==> src/hdl/asf_pkg.sv <==
// Constants, types and field layout of the converter status word.
// Assumes a single clock domain and a serial framing block that decodes
// the no-op and register-read commands for this block.
// Notes on behaviour
// - Status word is 16 bits, read only, address 01h, reset value 0540h.
// - Bit 15 reads 1 while the serial interface is locked.
// - The unlock command returns the lock indicator to 0.
// - Bit 14 sets on each converter resync and stays until a status read.
// - Bit 13 sets when the periodic configuration checksum detects a fault.
// - Bit 12 sets on a checksum error in a received serial frame.
// - Sticky fault flags clear on a status read by no-op or register read.
// - Bit 11 shows checksum type, 0 CCITT, 1 ANSI; zero after reset.
// - Bit 10 sets on pin reset, power-on reset or reset command; resets 1.
// - Reset-occurred bit clears only by writing 0 to the mode reset bit.
// - Bits 9:8 show word length; reset value 01 meaning 24 bits.
// - Bit 7 sets on a parity fault in the trim memory.
// - A persisting trim parity fault sets the flag again after a clear.
// - Bit 6 sets on isolated supply or barrier fault; reset value 1.
// - Bits 2 to 0 show new data for channels 2 to 0.
// - Checksum type and word length mirror mode bit 11 and bits 9:8.

package asf_pkg;

	// ==========================================================
	// Register map
	localparam logic [7:0] ADDR_DEVICE_STATUS = 8'h01;
	localparam logic [7:0] ADDR_OPERATING_MODE = 8'h02;
	localparam logic [15:0] RST_DEVICE_STATUS = 16'h0540;
	localparam logic [15:0] RST_OPERATING_MODE = 16'h0510;

	// ==========================================================
	// Status word field positions
	localparam int ST_LOCK = 15;
	localparam int ST_RESYNC = 14;
	localparam int ST_CFG_CRC = 13;
	localparam int ST_RX_CRC = 12;
	localparam int ST_CRC_TYPE = 11;
	localparam int ST_RESET = 10;
	localparam int ST_WLEN_LO = 8;
	localparam int ST_TRIM = 7;
	localparam int ST_SUPPLY = 6;
	localparam int ST_NEW_LO = 0;

	// ==========================================================
	// Mode register field positions used here
	localparam int MD_CRC_TYPE = 11;
	localparam int MD_RESET = 10;
	localparam int MD_WLEN_LO = 8;

	// ==========================================================
	// Reset values of the individual fields
	localparam logic RST_RESET_FLAG = 1'b1;
	localparam logic RST_SUPPLY_FLAG = 1'b1;
	localparam logic [1:0] RST_WLEN = 2'h1;
	localparam int NUM_CH = 3;

	typedef struct packed {
		logic lock;
		logic reset_flag;
		logic [15:0] rdata;
	} asf_state_t;

endpackage

==> src/hdl/asf_sticky.sv <==
// One sticky event flag: set wins over clear.
// Assumes events and clears are single-clock synchronous pulses or levels.
`timescale 1ns/1ns

module asf_sticky #(
	parameter logic RST_VAL = 1'b0
) (
	// Clock and reset
	input wire logic mclk_i,
	input wire logic reset_n_i,
	// Control
	input wire logic set_i,
	input wire logic clr_i,
	// State
	output logic flag_o
);

	logic flag_ff;
	logic nxt_flag;

	always_comb begin
		nxt_flag = flag_ff;
		if (clr_i) begin
			nxt_flag = 1'b0;
		end
		if (set_i) begin
			nxt_flag = 1'b1;
		end
	end

	always_ff @(posedge mclk_i or negedge reset_n_i) begin
		if (!reset_n_i) begin
			flag_ff <= RST_VAL;
		end else begin
			flag_ff <= nxt_flag;
		end
	end

	assign flag_o = flag_ff;

endmodule

==> src/hdl/asf_mode_mirror.sv <==
// Mirror of the mode register fields shown in the status word.
// Assumes mode writes arrive as one-cycle strobes with a 16-bit value.
`timescale 1ns/1ns

module asf_mode_mirror (
	// Clock and reset
	input wire logic mclk_i,
	input wire logic reset_n_i,
	// Mode register write
	input wire logic mode_wr_i,
	input wire logic [15:0] mode_wdata_i,
	// Mirrored fields
	output logic crc_type_o,
	output logic [1:0] word_size_o,
	output logic ack_reset_o
);

	typedef struct packed {
		logic crc_type;
		logic [1:0] wsize;
	} asf_mirror_t;

	asf_mirror_t st_ff;
	asf_mirror_t nxt_st;

	always_comb begin
		nxt_st = st_ff;
		if (mode_wr_i) begin
			nxt_st.crc_type = mode_wdata_i[asf_pkg::MD_CRC_TYPE];
			nxt_st.wsize = mode_wdata_i[asf_pkg::MD_WLEN_LO +: 2];
		end
	end

	always_ff @(posedge mclk_i or negedge reset_n_i) begin
		if (!reset_n_i) begin
			st_ff.crc_type <= 1'b0;
			st_ff.wsize <= asf_pkg::RST_WLEN;
		end else begin
			st_ff <= nxt_st;
		end
	end

	assign crc_type_o = st_ff.crc_type;
	assign word_size_o = st_ff.wsize;
	// Writing 0 to the mode reset bit acknowledges a reset
	assign ack_reset_o = mode_wr_i && !mode_wdata_i[asf_pkg::MD_RESET];

endmodule

==> src/hdl/asf_status_reg.sv <==
// Converter status word register bank.
// Assumes the serial block decodes commands into one-cycle strobes and
// that fault sources deliver synchronous pulses or levels on mclk_i.
`timescale 1ns/1ns

module asf_status_reg (
	// Clock and reset
	input wire logic mclk_i,
	input wire logic reset_n_i,
	// Command strobes from the serial block
	input wire logic lock_cmd_i,
	input wire logic unlock_cmd_i,
	input wire logic reset_cmd_i,
	input wire logic noop_cmd_i,
	input wire logic read_register_command_i,
	input wire logic [7:0] reg_addr_i,
	// Mode register write
	input wire logic mode_wr_i,
	input wire logic [15:0] mode_wdata_i,
	// Event sources
	input wire logic resync_event_flag_i,
	input wire logic cfg_crc_fault_i,
	input wire logic rx_crc_fault_i,
	input wire logic trim_parity_fault_i,
	input wire logic isolated_supply_fault_i,
	input wire logic [2:0] new_sample_i,
	// Status word
	output logic [15:0] status_o,
	output logic [15:0] rdata_o,
	output logic sample_word_size_crc_o
);

	asf_pkg::asf_state_t st_ff;
	asf_pkg::asf_state_t nxt_st;

	logic status_rd;
	logic crc_type;
	logic [1:0] sample_word_size;
	logic ack_reset;
	logic [15:0] word;
	logic [asf_pkg::NUM_CH-1:0] ch_new_sample;
	logic [4:0] flag_set;
	logic [4:0] flag_q;

	// ==========================================================
	// Status read detection
	always_comb begin
		status_rd = noop_cmd_i;
		if (read_register_command_i &&
				reg_addr_i == asf_pkg::ADDR_DEVICE_STATUS) begin
			status_rd = 1'b1;
		end
	end

	// ==========================================================
	// Mode register mirror
	asf_mode_mirror u_mirror (
		.mclk_i(mclk_i),
		.reset_n_i(reset_n_i),
		.mode_wr_i(mode_wr_i),
		.mode_wdata_i(mode_wdata_i),
		.crc_type_o(crc_type),
		.word_size_o(sample_word_size),
		.ack_reset_o(ack_reset)
	);

	// ==========================================================
	// Sticky fault flags
	assign flag_set[0] = resync_event_flag_i;
	assign flag_set[1] = cfg_crc_fault_i;
	assign flag_set[2] = rx_crc_fault_i;
	assign flag_set[3] = trim_parity_fault_i;
	assign flag_set[4] = isolated_supply_fault_i;

	genvar gi;
	generate
		for (gi = 0; gi < 5; gi++) begin : g_flag
			asf_sticky #(
				.RST_VAL((gi == 4) ? asf_pkg::RST_SUPPLY_FLAG : 1'b0)
			) u_flag (
				.mclk_i(mclk_i),
				.reset_n_i(reset_n_i),
				.set_i(flag_set[gi]),
				.clr_i(status_rd),
				.flag_o(flag_q[gi])
			);
		end
	endgenerate

	// ==========================================================
	// Channel new-data indicators
	generate
		for (gi = 0; gi < asf_pkg::NUM_CH; gi++) begin : g_ch
			assign ch_new_sample[gi] = new_sample_i[gi];
		end
	endgenerate

	// ==========================================================
	// Lock and reset-occurred state, read data
	always_comb begin
		nxt_st = st_ff;
		if (lock_cmd_i) begin
			nxt_st.lock = 1'b1;
		end
		if (unlock_cmd_i) begin
			nxt_st.lock = 1'b0;
		end
		if (ack_reset) begin
			nxt_st.reset_flag = 1'b0;
		end
		if (reset_cmd_i) begin
			nxt_st.reset_flag = 1'b1;
		end
		if (status_rd) begin
			nxt_st.rdata = word;
		end
	end

	always_comb begin
		word = 16'h0000;
		word[asf_pkg::ST_LOCK] = st_ff.lock;
		word[asf_pkg::ST_RESYNC] = flag_q[0];
		word[asf_pkg::ST_CFG_CRC] = flag_q[1];
		word[asf_pkg::ST_RX_CRC] = flag_q[2];
		word[asf_pkg::ST_CRC_TYPE] = crc_type;
		word[asf_pkg::ST_RESET] = st_ff.reset_flag;
		word[asf_pkg::ST_WLEN_LO +: 2] = sample_word_size;
		word[asf_pkg::ST_TRIM] = flag_q[3];
		word[asf_pkg::ST_SUPPLY] = flag_q[4];
		word[asf_pkg::ST_NEW_LO +: asf_pkg::NUM_CH] = ch_new_sample;
	end

	always_ff @(posedge mclk_i or negedge reset_n_i) begin
		if (!reset_n_i) begin
			st_ff.lock <= 1'b0;
			st_ff.reset_flag <= asf_pkg::RST_RESET_FLAG;
			st_ff.rdata <= asf_pkg::RST_DEVICE_STATUS;
		end else begin
			st_ff <= nxt_st;
		end
	end

	assign status_o = word;
	assign rdata_o = st_ff.rdata;
	assign sample_word_size_crc_o = crc_type;

endmodule

==> config.mk <==
export PLATFORM = sky130hd
export DESIGN_NAME = asf_status_reg
export DESIGN_NICKNAME = d
export VERILOG_FILES = /design/src/hdl/asf_pkg.sv /design/src/hdl/asf_sticky.sv /design/src/hdl/asf_mode_mirror.sv /design/src/hdl/asf_status_reg.sv
export SDC_FILE = /design/constraint.sdc
export NUM_CORES = 1
export LEC_CHECK = 0
export BUFFER_PORTS_ARGS = -buffer_cell sky130_fd_sc_hd__buf_4
export CORE_MARGIN = 2
export CORE_UTILIZATION = 43
export CTS_CLUSTER_SIZE = 14
export DETAILED_ROUTE_END_ITERATION = 16
export PLACE_DENSITY = 0.91
export REMOVE_ABC_BUFFERS = 1
export SYNTH_ARGS = -nofsm -noshare
export SYNTH_HDL_FRONTEND = slang
export SYNTH_SLANG_ARGS = --single-unit
==> constraint.sdc <==
create_clock -name mclk_i -period 1.7 [get_ports mclk_i]
set_input_delay 0.255 -clock mclk_i [delete_from_list [all_inputs] [get_ports mclk_i]]
set_output_delay 0.255 -clock mclk_i [all_outputs]
set_load 0.1 [all_outputs]
==> results.txt, run 1 <==
* Final global-route overflow total: 0
- Switching pwr: between 0.7 and 0.8 mW
- Chain of cells forming the critical path: buf_4
- Mean instance size in the synthesized netlist: between 10 and 15 um2
- Number of buffers inserted during clock tree synthesis: 3
- Broken down by cell family, the worst path's largest delay share belongs to flip-flops.
- In the routed layout, each cell is associated on average with a via count of between 4 and 5.
* Number of top-level design ports: 73
* Fraction of the mapped netlist area in adder cells: 0%
- Capture endpoint of the worst hold path: status_o[15]$_DFFE_PN0P_
* Buffering stage count on the worst path with inverters included: 1
* Total inserted antenna cells: 0
- Cells resized by post-CTS repair: 0
* Internal Power: just under 0.9 mW
- Setup violations remaining at the end of the flow were counted as 0.
* Worst Min Path Start: unlock_cmd_i
- Routability-driven placement finished with a final weighted congestion of between 0.6 and 0.7.
- The number of cells on the worst reg-to-reg path is 1.
- The share of total power dissipated in combinational logic is between 40% and 50%.
* Part of the power in registers: 39.1%
* Synth Area in Compound Gates: 7.63%
- Multiplexer area fraction after synthesis: around a fifth
- Dividing the detail-routed wire length by the instance count gives 12.8 um.
- The worst setup path is captured at a primary output.
* Reg clk slew, reported paths: between 0.1 and 0.15 ns
- The number of antenna violations at the first check in global routing is 0.
- Part of the Yosys area used for sequential elements: between 50% and 60%
* Num Clock Sinks: 23
- After synthesis the cells add up to around 1000 um2.
* Number of global-route vias before repair: 690
* Flop and latch count out of synthesis: 23
- After detailed placement, the total cell area comes to about 1400 um2.
- Counting every instance in the synthesized netlist gives just under 70.
- Area of the die: between 2000 and 3000 um2
- Simple-gate portion of the synthesized area: 4.36%
- Summing over every cut layer, the via total after detailed routing is about 680.
- Headroom to the max-slew limit came out at about 52%.
* Required time of the critical path: ~1.4 ns
* Final period utilization: between 80 and 90%
- The longest clock path from root to sink contains 2 buffers.
* Count of warnings emitted by yosys: 0
* Area added between synthesis and finish: 36.0%
- Fill cells: approximately 180
- Input and output buffers added on the ports amount to 54.
- Switching Share: between 40 and 50%
* Max VDD drop: 0.836 mV
- CTS built an H-tree with a depth of 1.
- Minimum setup slack in the final design: approximately 0.29 ns
- # nets final: approximately 160
- Core area: about 2200 um2
* DRT Wirelength: around 1.8 mm
- Wire length of the first global-routing pass: 3.06 mm
- Layout Skew: between 0.002 and 0.0025 ns
- Leaving out fill and tap cells, the most frequent cells in the layout are 54 x sky130_fd_sc_hd__buf_4, 17 x sky130_fd_sc_hd__dfrtp_1, 11 x sky130_fd_sc_hd__mux2_2, 6 x sky130_fd_sc_hd__conb_1, 6 x sky130_fd_sc_hd__dfstp_2.
- Based on the critical path, the design can be clocked at up to about 700 MHz.
- Chip width: ~53 um
- STA classifies the critical path startpoint as a flip-flop.
* Detailed Routing Iterations Pass 1: 2
* Number of antenna-violating nets in the routed design: 0
- After routing the design area is around 1400 um2.
- Crit Path Max Fanout: 3
- Hold path cells: 2
- The count of endpoints failing hold in the final timing report is 0.
* Register-to-register setup slack: roughly 0.90 ns
- Total power of the final layout: between 1.5 and 2 mW
* Launch instance of the worst register-to-register path: u_mirror.crc_type_o$_DFFE_PN0P_
- Entering global routing, the biggest net connects 24 pins.
- Die Ht: between 50 and 60 um
- Setup repair after global routing left no endpoint under its margin.
- Unique masters post-synth: 13
* Worst-Skew Late Latency: approximately 0.3 ns
- Signal arrival time at the worst endpoint: around 1.2 ns
* Largest family of logic cells by synthesized area: multiplexers
- The tree is rooted in a sky130_fd_sc_hd__clkbuf_4.
* Reported max-cap violation count: 0
- Result of the run: complete, no violations
- Clock tree from TritonCTS: yes
* Share of layout cells above drive strength 1: between 70% and 80%
- Largest stage delay, worst path: between 0.5 and 0.6 ns
- At the placement stage, the worst setup path has a slack of 0.0279 ns.
* Number of max-slew violations in the final report: 0
- For the pin with the worst max-slew slack, the measured transition is approximately 0.72 ns.
- For this design, the slowest cell found on the critical path is sky130_fd_sc_hd__dfstp_2.
- Crit Path Class: flip-flop to primary output
- The path class of the tightest hold or removal check is input port to flip-flop.
- Post-layout minimum cycle time: approximately 1.4 ns
* Pwr Density: ~1200 nW/um2
- In this run the critical register-to-register path is captured at rdata_o[11]$_DFFE_PN0P_.
- Floorplan row count: 17
- In this run, the number of DRC markers left after iteration 0 of detailed routing was 1.
* Area share of xor/xnor cells in the synthesized design: 0%
- Once the floorplan was initialized, standard cells occupied a little under half of the core.
* GRT Resource Usage Total: approximately 15%
* Detailed-route DRC error count: 0
- The library cell used most frequently in the layout, excluding fill and tap cells, is sky130_fd_sc_hd__buf_4.
* Leak Pwr: 0.682 nW
- Share of power burned in the clock network: between 10% and 20%
==> layer usage <==
layer,up-vias,GRT usage (%),routed length (um)
met5,-,0,0
met2,46,28.1,951
met3,4,2.54,185
li1,312,-,-
met1,319,16.9,679
met4,0,7.69,34
==> layout make-up <==
type / instances / area, um2 / area share, %
flip-flops and latches: 23 / 583 / 41.5
repair buffers: 55 / 415 / 29.6
multi-input cells: 35 / 345 / 24.6
well taps: 28 / 35.0 / 2.49
clock buffers: 4 / 26.3 / 1.87
==> cell usage after synthesis <==
cell | number | area [um2]
sky130_fd_sc_hd__dfrtp_1 | 17 | 425
sky130_fd_sc_hd__dfstp_2 | 6 | 158
sky130_fd_sc_hd__mux2_4 | 5 | 75.1
sky130_fd_sc_hd__nor4b_4 | 1 | 23.8
sky130_fd_sc_hd__nand2b_1 | 1 | 6.26
sky130_fd_sc_hd__a21o_1 | 1 | 7.51
sky130_fd_sc_hd__mux2_2 | 11 | 124
sky130_fd_sc_hd__a41oi_4 | 1 | 27.5
sky130_fd_sc_hd__buf_6 | 1 | 11.3
sky130_fd_sc_hd__a21o_2 | 5 | 43.8
sky130_fd_sc_hd__buf_4 | 15 | 113
sky130_fd_sc_hd__nor2_1 | 4 | 15.0
sky130_fd_sc_hd__conb_1 | 1 | 3.75
==> kinds of logic (layout without fill, tap and decap cells) <==
kind of cell,count (synthesis),count (layout)
flops,23,23
mux,16,16
buf+inv,16,59
compound gates,7,7
simple gates,6,6
other cells,1,6
==> worst max-delay path by stage <==
| stage | startpoint | endpoint | slack (ns) | cells past startpoint |
|---|---|---|---|---|
| global placement | reg_addr_i[0] | rdata_o[2]$_DFFE_PN0P_ | 0.05 | 4 |
| detailed placement | reg_addr_i[0] | rdata_o[1]$_DFFE_PN0P_ | 0.03 | 4 |
| global route | u_mirror.word_size_o[0]$_DFFE_PN1P_ | status_o[8] | 0.25 | 1 |
| finish | u_mirror.word_size_o[0]$_DFFE_PN1P_ | status_o[8] | 0.29 | 1 |
| CTS | u_mirror.word_size_o[0]$_DFFE_PN1P_ | status_o[8] | 0.27 | 1 |
| floorplan | u_mirror.crc_type_o$_DFFE_PN0P_ | u_mirror.crc_type_o$_DFFE_PN0P_ | -0.22 | 1 |
==> state kept, by name, indices dropped and copies added, names as in the netlist <==
| register | cells |
|---|---|
| g_flag.u_flag.flag_o | 5 |
| rdata_o | 13 |
| status_o | 2 |
| u_mirror.crc_type_o | 1 |
| u_mirror.word_size_o | 2 |
==> power by group through the flow <==
| stage | Clock, mW | Sequential, mW | Combinational (mW) |
|---|---|---|---|
| floorplan | 0 | 1.08 | 0.136 |
| global placement | 0 | 0.653 | 0.765 |
| detailed placement | 0 | 0.658 | 0.771 |
| CTS | 0.256 | 0.649 | 0.775 |
| global route | 0.279 | 0.657 | 0.794 |
| finish | 0.241 | 0.648 | 0.769 |
==> metrics by stage <==
stage	setup TNS, ns	hold slack (ns)	cells	utilization, %
after floorplan	-0.542	-0.0406	58	-
after global placement	0	0.154	140	61.3
after detailed placement	0	0.161	140	61.3
after CTS	0	0.0684	145	62.9
after global routing	0	0.0595	145	62.9
final	0	0.0802	145	62.9
==> repair_timing <==
| item | 4_1_cts | 5_1_grt |
|---|---|---|
| endpoints found under the hold margin | 17 | 0 |
| hold buffers | 1 | 0 |
| setup buffers | 0 | 0 |
No activity file was read; power rests on OpenSTA's default activity.
==> run 2, diff against run 1 <==
Settings changed: CORE_UTILIZATION 43 to 40, PLACE_DENSITY 0.91 to 0.85.
Clock period 1.7 ns to 1.3 ns, I/O delays scaled along.
==> results.txt, run 2 (synthesized netlist as in run 1, its figures left out) <==
- Chip width: 54.8 um (was 53.0 um)
- The share of cells above drive strength 1 is 73.7% (was 73.5%).
- The CTS sink count is 23 (unchanged).
- WL/cell: 12.4 um (was 12.8 um)
- Number of max-slew violations in the final report: 0 (unchanged)
* Buffering stage count on the worst path with inverters included: 1 (unchanged)
* Worst Min Path Start: unlock_cmd_i (unchanged)
- The number of buffers created by CTS is 3 (unchanged).
* Starting density of the core: 42.1% (was 46.3%)
* Core area: 2450 um2 (was 2230 um2)
- The post-detailed-route via-to-cell ratio is 4.56 (was 4.70).
* Floorplan row count: 18 (was 17)
* Die Ht: 54.8 um (was 53.0 um)
- GRT Resource Usage Total: 13.0% (was 15.3%)
- Max VDD drop: 1.04 mV (was 0.836 mV)
- Result of the run: complete, no violations (unchanged).
- Largest net degree at the start of global routing: 24 (unchanged)
- Pwr Density: 1480 nW/um2 (was 1180 nW/um2)
- Slowest stage cell, crit path: sky130_fd_sc_hd__dfstp_2 (unchanged)
- Largest register FFs: 13 (unchanged)
- Most used cells in the layout excluding fill and tap cells: 48 x sky130_fd_sc_hd__buf_4, 17 x sky130_fd_sc_hd__dfrtp_1, 11 x sky130_fd_sc_hd__mux2_2, 7 x sky130_fd_sc_hd__buf_12 (was 54 x sky130_fd_sc_hd__buf_4, 17 x sky130_fd_sc_hd__dfrtp_1, 11 x sky130_fd_sc_hd__mux2_2, 6 x sky130_fd_sc_hd__conb_1, 6 x sky130_fd_sc_hd__dfstp_2).
* Area added between synthesis and finish: 45.4% (was 36.0%)
- Setup repair after global routing missed its margin: yes (was no).
- The clock transition at the registers of the reported paths is 0.11 ns (about the same).
* Setup repair bufs after CTS: 0 (unchanged)
- After layout, the worst path uses a little over nine tenths of the clock period.
- Crit Path Max Fanout: 3 (unchanged)
- Hold path cells: 2 (unchanged)
- Antenna violations before repair: 0 (unchanged)
- The worst min-delay path endpoint is status_o[15]$_DFFE_PN0P_ (unchanged).
- The first-pass GRT wire length came to 2.64 mm (was 3.06 mm).
- Chain of cells forming the critical path: buf_12 (was buf_4)
- Most common cell after layout, fill and taps aside: sky130_fd_sc_hd__buf_4 (unchanged)
- Static timing analysis puts the maximum clock frequency at ~800 MHz.
- Footprint of the multi-input gates: 345 um2 (unchanged)
- The final RePlAce weighted congestion came to 0.641 (was 0.626).
* Minimum setup slack in the final design: 0.0447 ns (was 0.288 ns)
* Largest stage delay, worst path: 0.59 ns (was 0.57 ns)
- Worst setup EP type: primary output (unchanged)
* Final setup TNS: 0 ns (unchanged)
- The root buffer cell is sky130_fd_sc_hd__clkbuf_4 (unchanged).
- Number of top-level design ports: 73 (unchanged)
* R2R depth: 1 (unchanged)
- Post-layout minimum cycle time: between 1 and 1.5 ns
- Detailed Routing Iterations Pass 1: 2 (unchanged)
- Total of buffers placed on input and output ports: 54 (unchanged)
- Number of antenna-violating nets in the routed design: 0 (unchanged)
* Reported max-cap violation count: 0 (unchanged)
- Fill cells: 199 (was 183)
* Setup violations, final: 0 (unchanged)
- The antenna cell count was 0 (unchanged).
* Area of the die: 3010 um2 (was 2810 um2)
* Detailed-route DRC error count: 0 (unchanged)
* R2r endpoint: rdata_o[11]$_DFFE_PN0P_ (unchanged)
- The path type of the worst min-delay path is input port to flip-flop (unchanged).
- The number of nets in the final layout came to 159 (was 158).
* Cell class contributing the biggest share of worst-path delay: flip-flops (unchanged)
- The number of H-tree levels was 1 (unchanged).
* Clock tree from TritonCTS: yes (unchanged)
- The startpoint type of the worst setup path is a flip-flop (unchanged).
- Pre-CTS setup slack: -0.106 ns (was 0.0279 ns)
* Worst-Skew Late Latency: 0.29 ns (was 0.30 ns)
- The iteration-0 DRC count of the detailed router was 3 (was 1).
- The internal reg-to-reg setup slack came to 0.50 ns (was 0.90 ns).
- Longest Clk Path Bufs: 2 (unchanged)
* Via total after detailed routing: 675 (was 681)
- Leak Pwr: 0.723 nW (was 0.682 nW)
- The area used by sequential logic in the layout came to 583 um2 (unchanged).
* Launch instance of the worst register-to-register path: u_mirror.crc_type_o$_DFFE_PN0P_ (unchanged)
- Crit Path Class: flip-flop to primary output (unchanged)
* Layout Skew: 0.000549 ns (was 0.00222 ns)
- Signal arrival time at the worst endpoint: 1.06 ns (was 1.16 ns)
* Number of global-route vias before repair: 652 (was 690)
- Total power of the final layout: 2.23 mW (was 1.66 mW)
* DRT Wirelength: 1.84 mm (was 1.85 mm)
- Required time of the critical path: 1.11 ns (was 1.44 ns)
- The core utilization of the finished layout is 61.2% (was 62.9%).
- Final global-route overflow total: 0 (unchanged)
- Detailed placement finished with a half-perimeter wire length of ~1.4 mm.
- Final hold violation count: 0 (unchanged)
[run 2: changes by cell type in the layout (fill, tap and decap cells not counted), sizes merged]
cell,previous run,this run
buf,54,55
[run 2: timing repair]
| item | in CTS | in global routing |
|---|---|---|
| hold buffers | 1 | 0 |
| endpoints found under the setup margin | 6 | 6 |
| resized for setup | 6 | 12 |
| endpoints found under the hold margin | 17 | 0 |
[run 2: worst max path at each step]
stage | from | to | slack, ns | cells after the start
floorplan | u_mirror.crc_type_o$_DFFE_PN0P_ | u_mirror.crc_type_o$_DFFE_PN0P_ | -0.62 | 1
global placement | reg_addr_i[1] | rdata_o[12]$_DFFE_PN0P_ | -0.07 | 5
detailed placement | reg_addr_i[1] | rdata_o[12]$_DFFE_PN0P_ | -0.11 | 5
CTS | u_mirror.word_size_o[0]$_DFFE_PN1P_ | status_o[8] | 0.001 | 1
global route | status_o[10]$_DFFE_PN1P_ | status_o[10] | -0.02 | 1
finish | status_o[10]$_DFFE_PN1P_ | status_o[10] | 0.04 | 1
[run 2: where the power goes]
| part | switching [mW] | internal, mW |
|---|---|---|
| clock | 0.188 | 0.119 |
| combinational | 0.778 | 0.286 |
| sequential | 0.0556 | 0.802 |
[run 2: per-stage QoR]
step | std cells | area (um2) | hold slack [ns]
CTS | 148 | 1450 | 0.0186
finish | 148 | 1500 | 0.0347
detailed placement | 143 | 1390 | 0.0993
global route | 148 | 1500 | 0.00685
global placement | 143 | 1390 | 0.0956
floorplan | 58 | 928 | -0.101
[run 2: final cells by class]
type	count	share of cell area (%)
clock buffers	4	1.75
well taps	30	2.50
flip-flops and latches	23	38.8
multi-input cells	35	23.0
repair buffers	56	34.0
[run 2: per-layer routing]
layer	global-route usage [%]	vias up	part of all wire, %
met2	23.2	51	48
met3	4.10	0	14
met4	6.25	0	0
met1	13.6	313	38
li1	-	311	-
met5	0	-	0
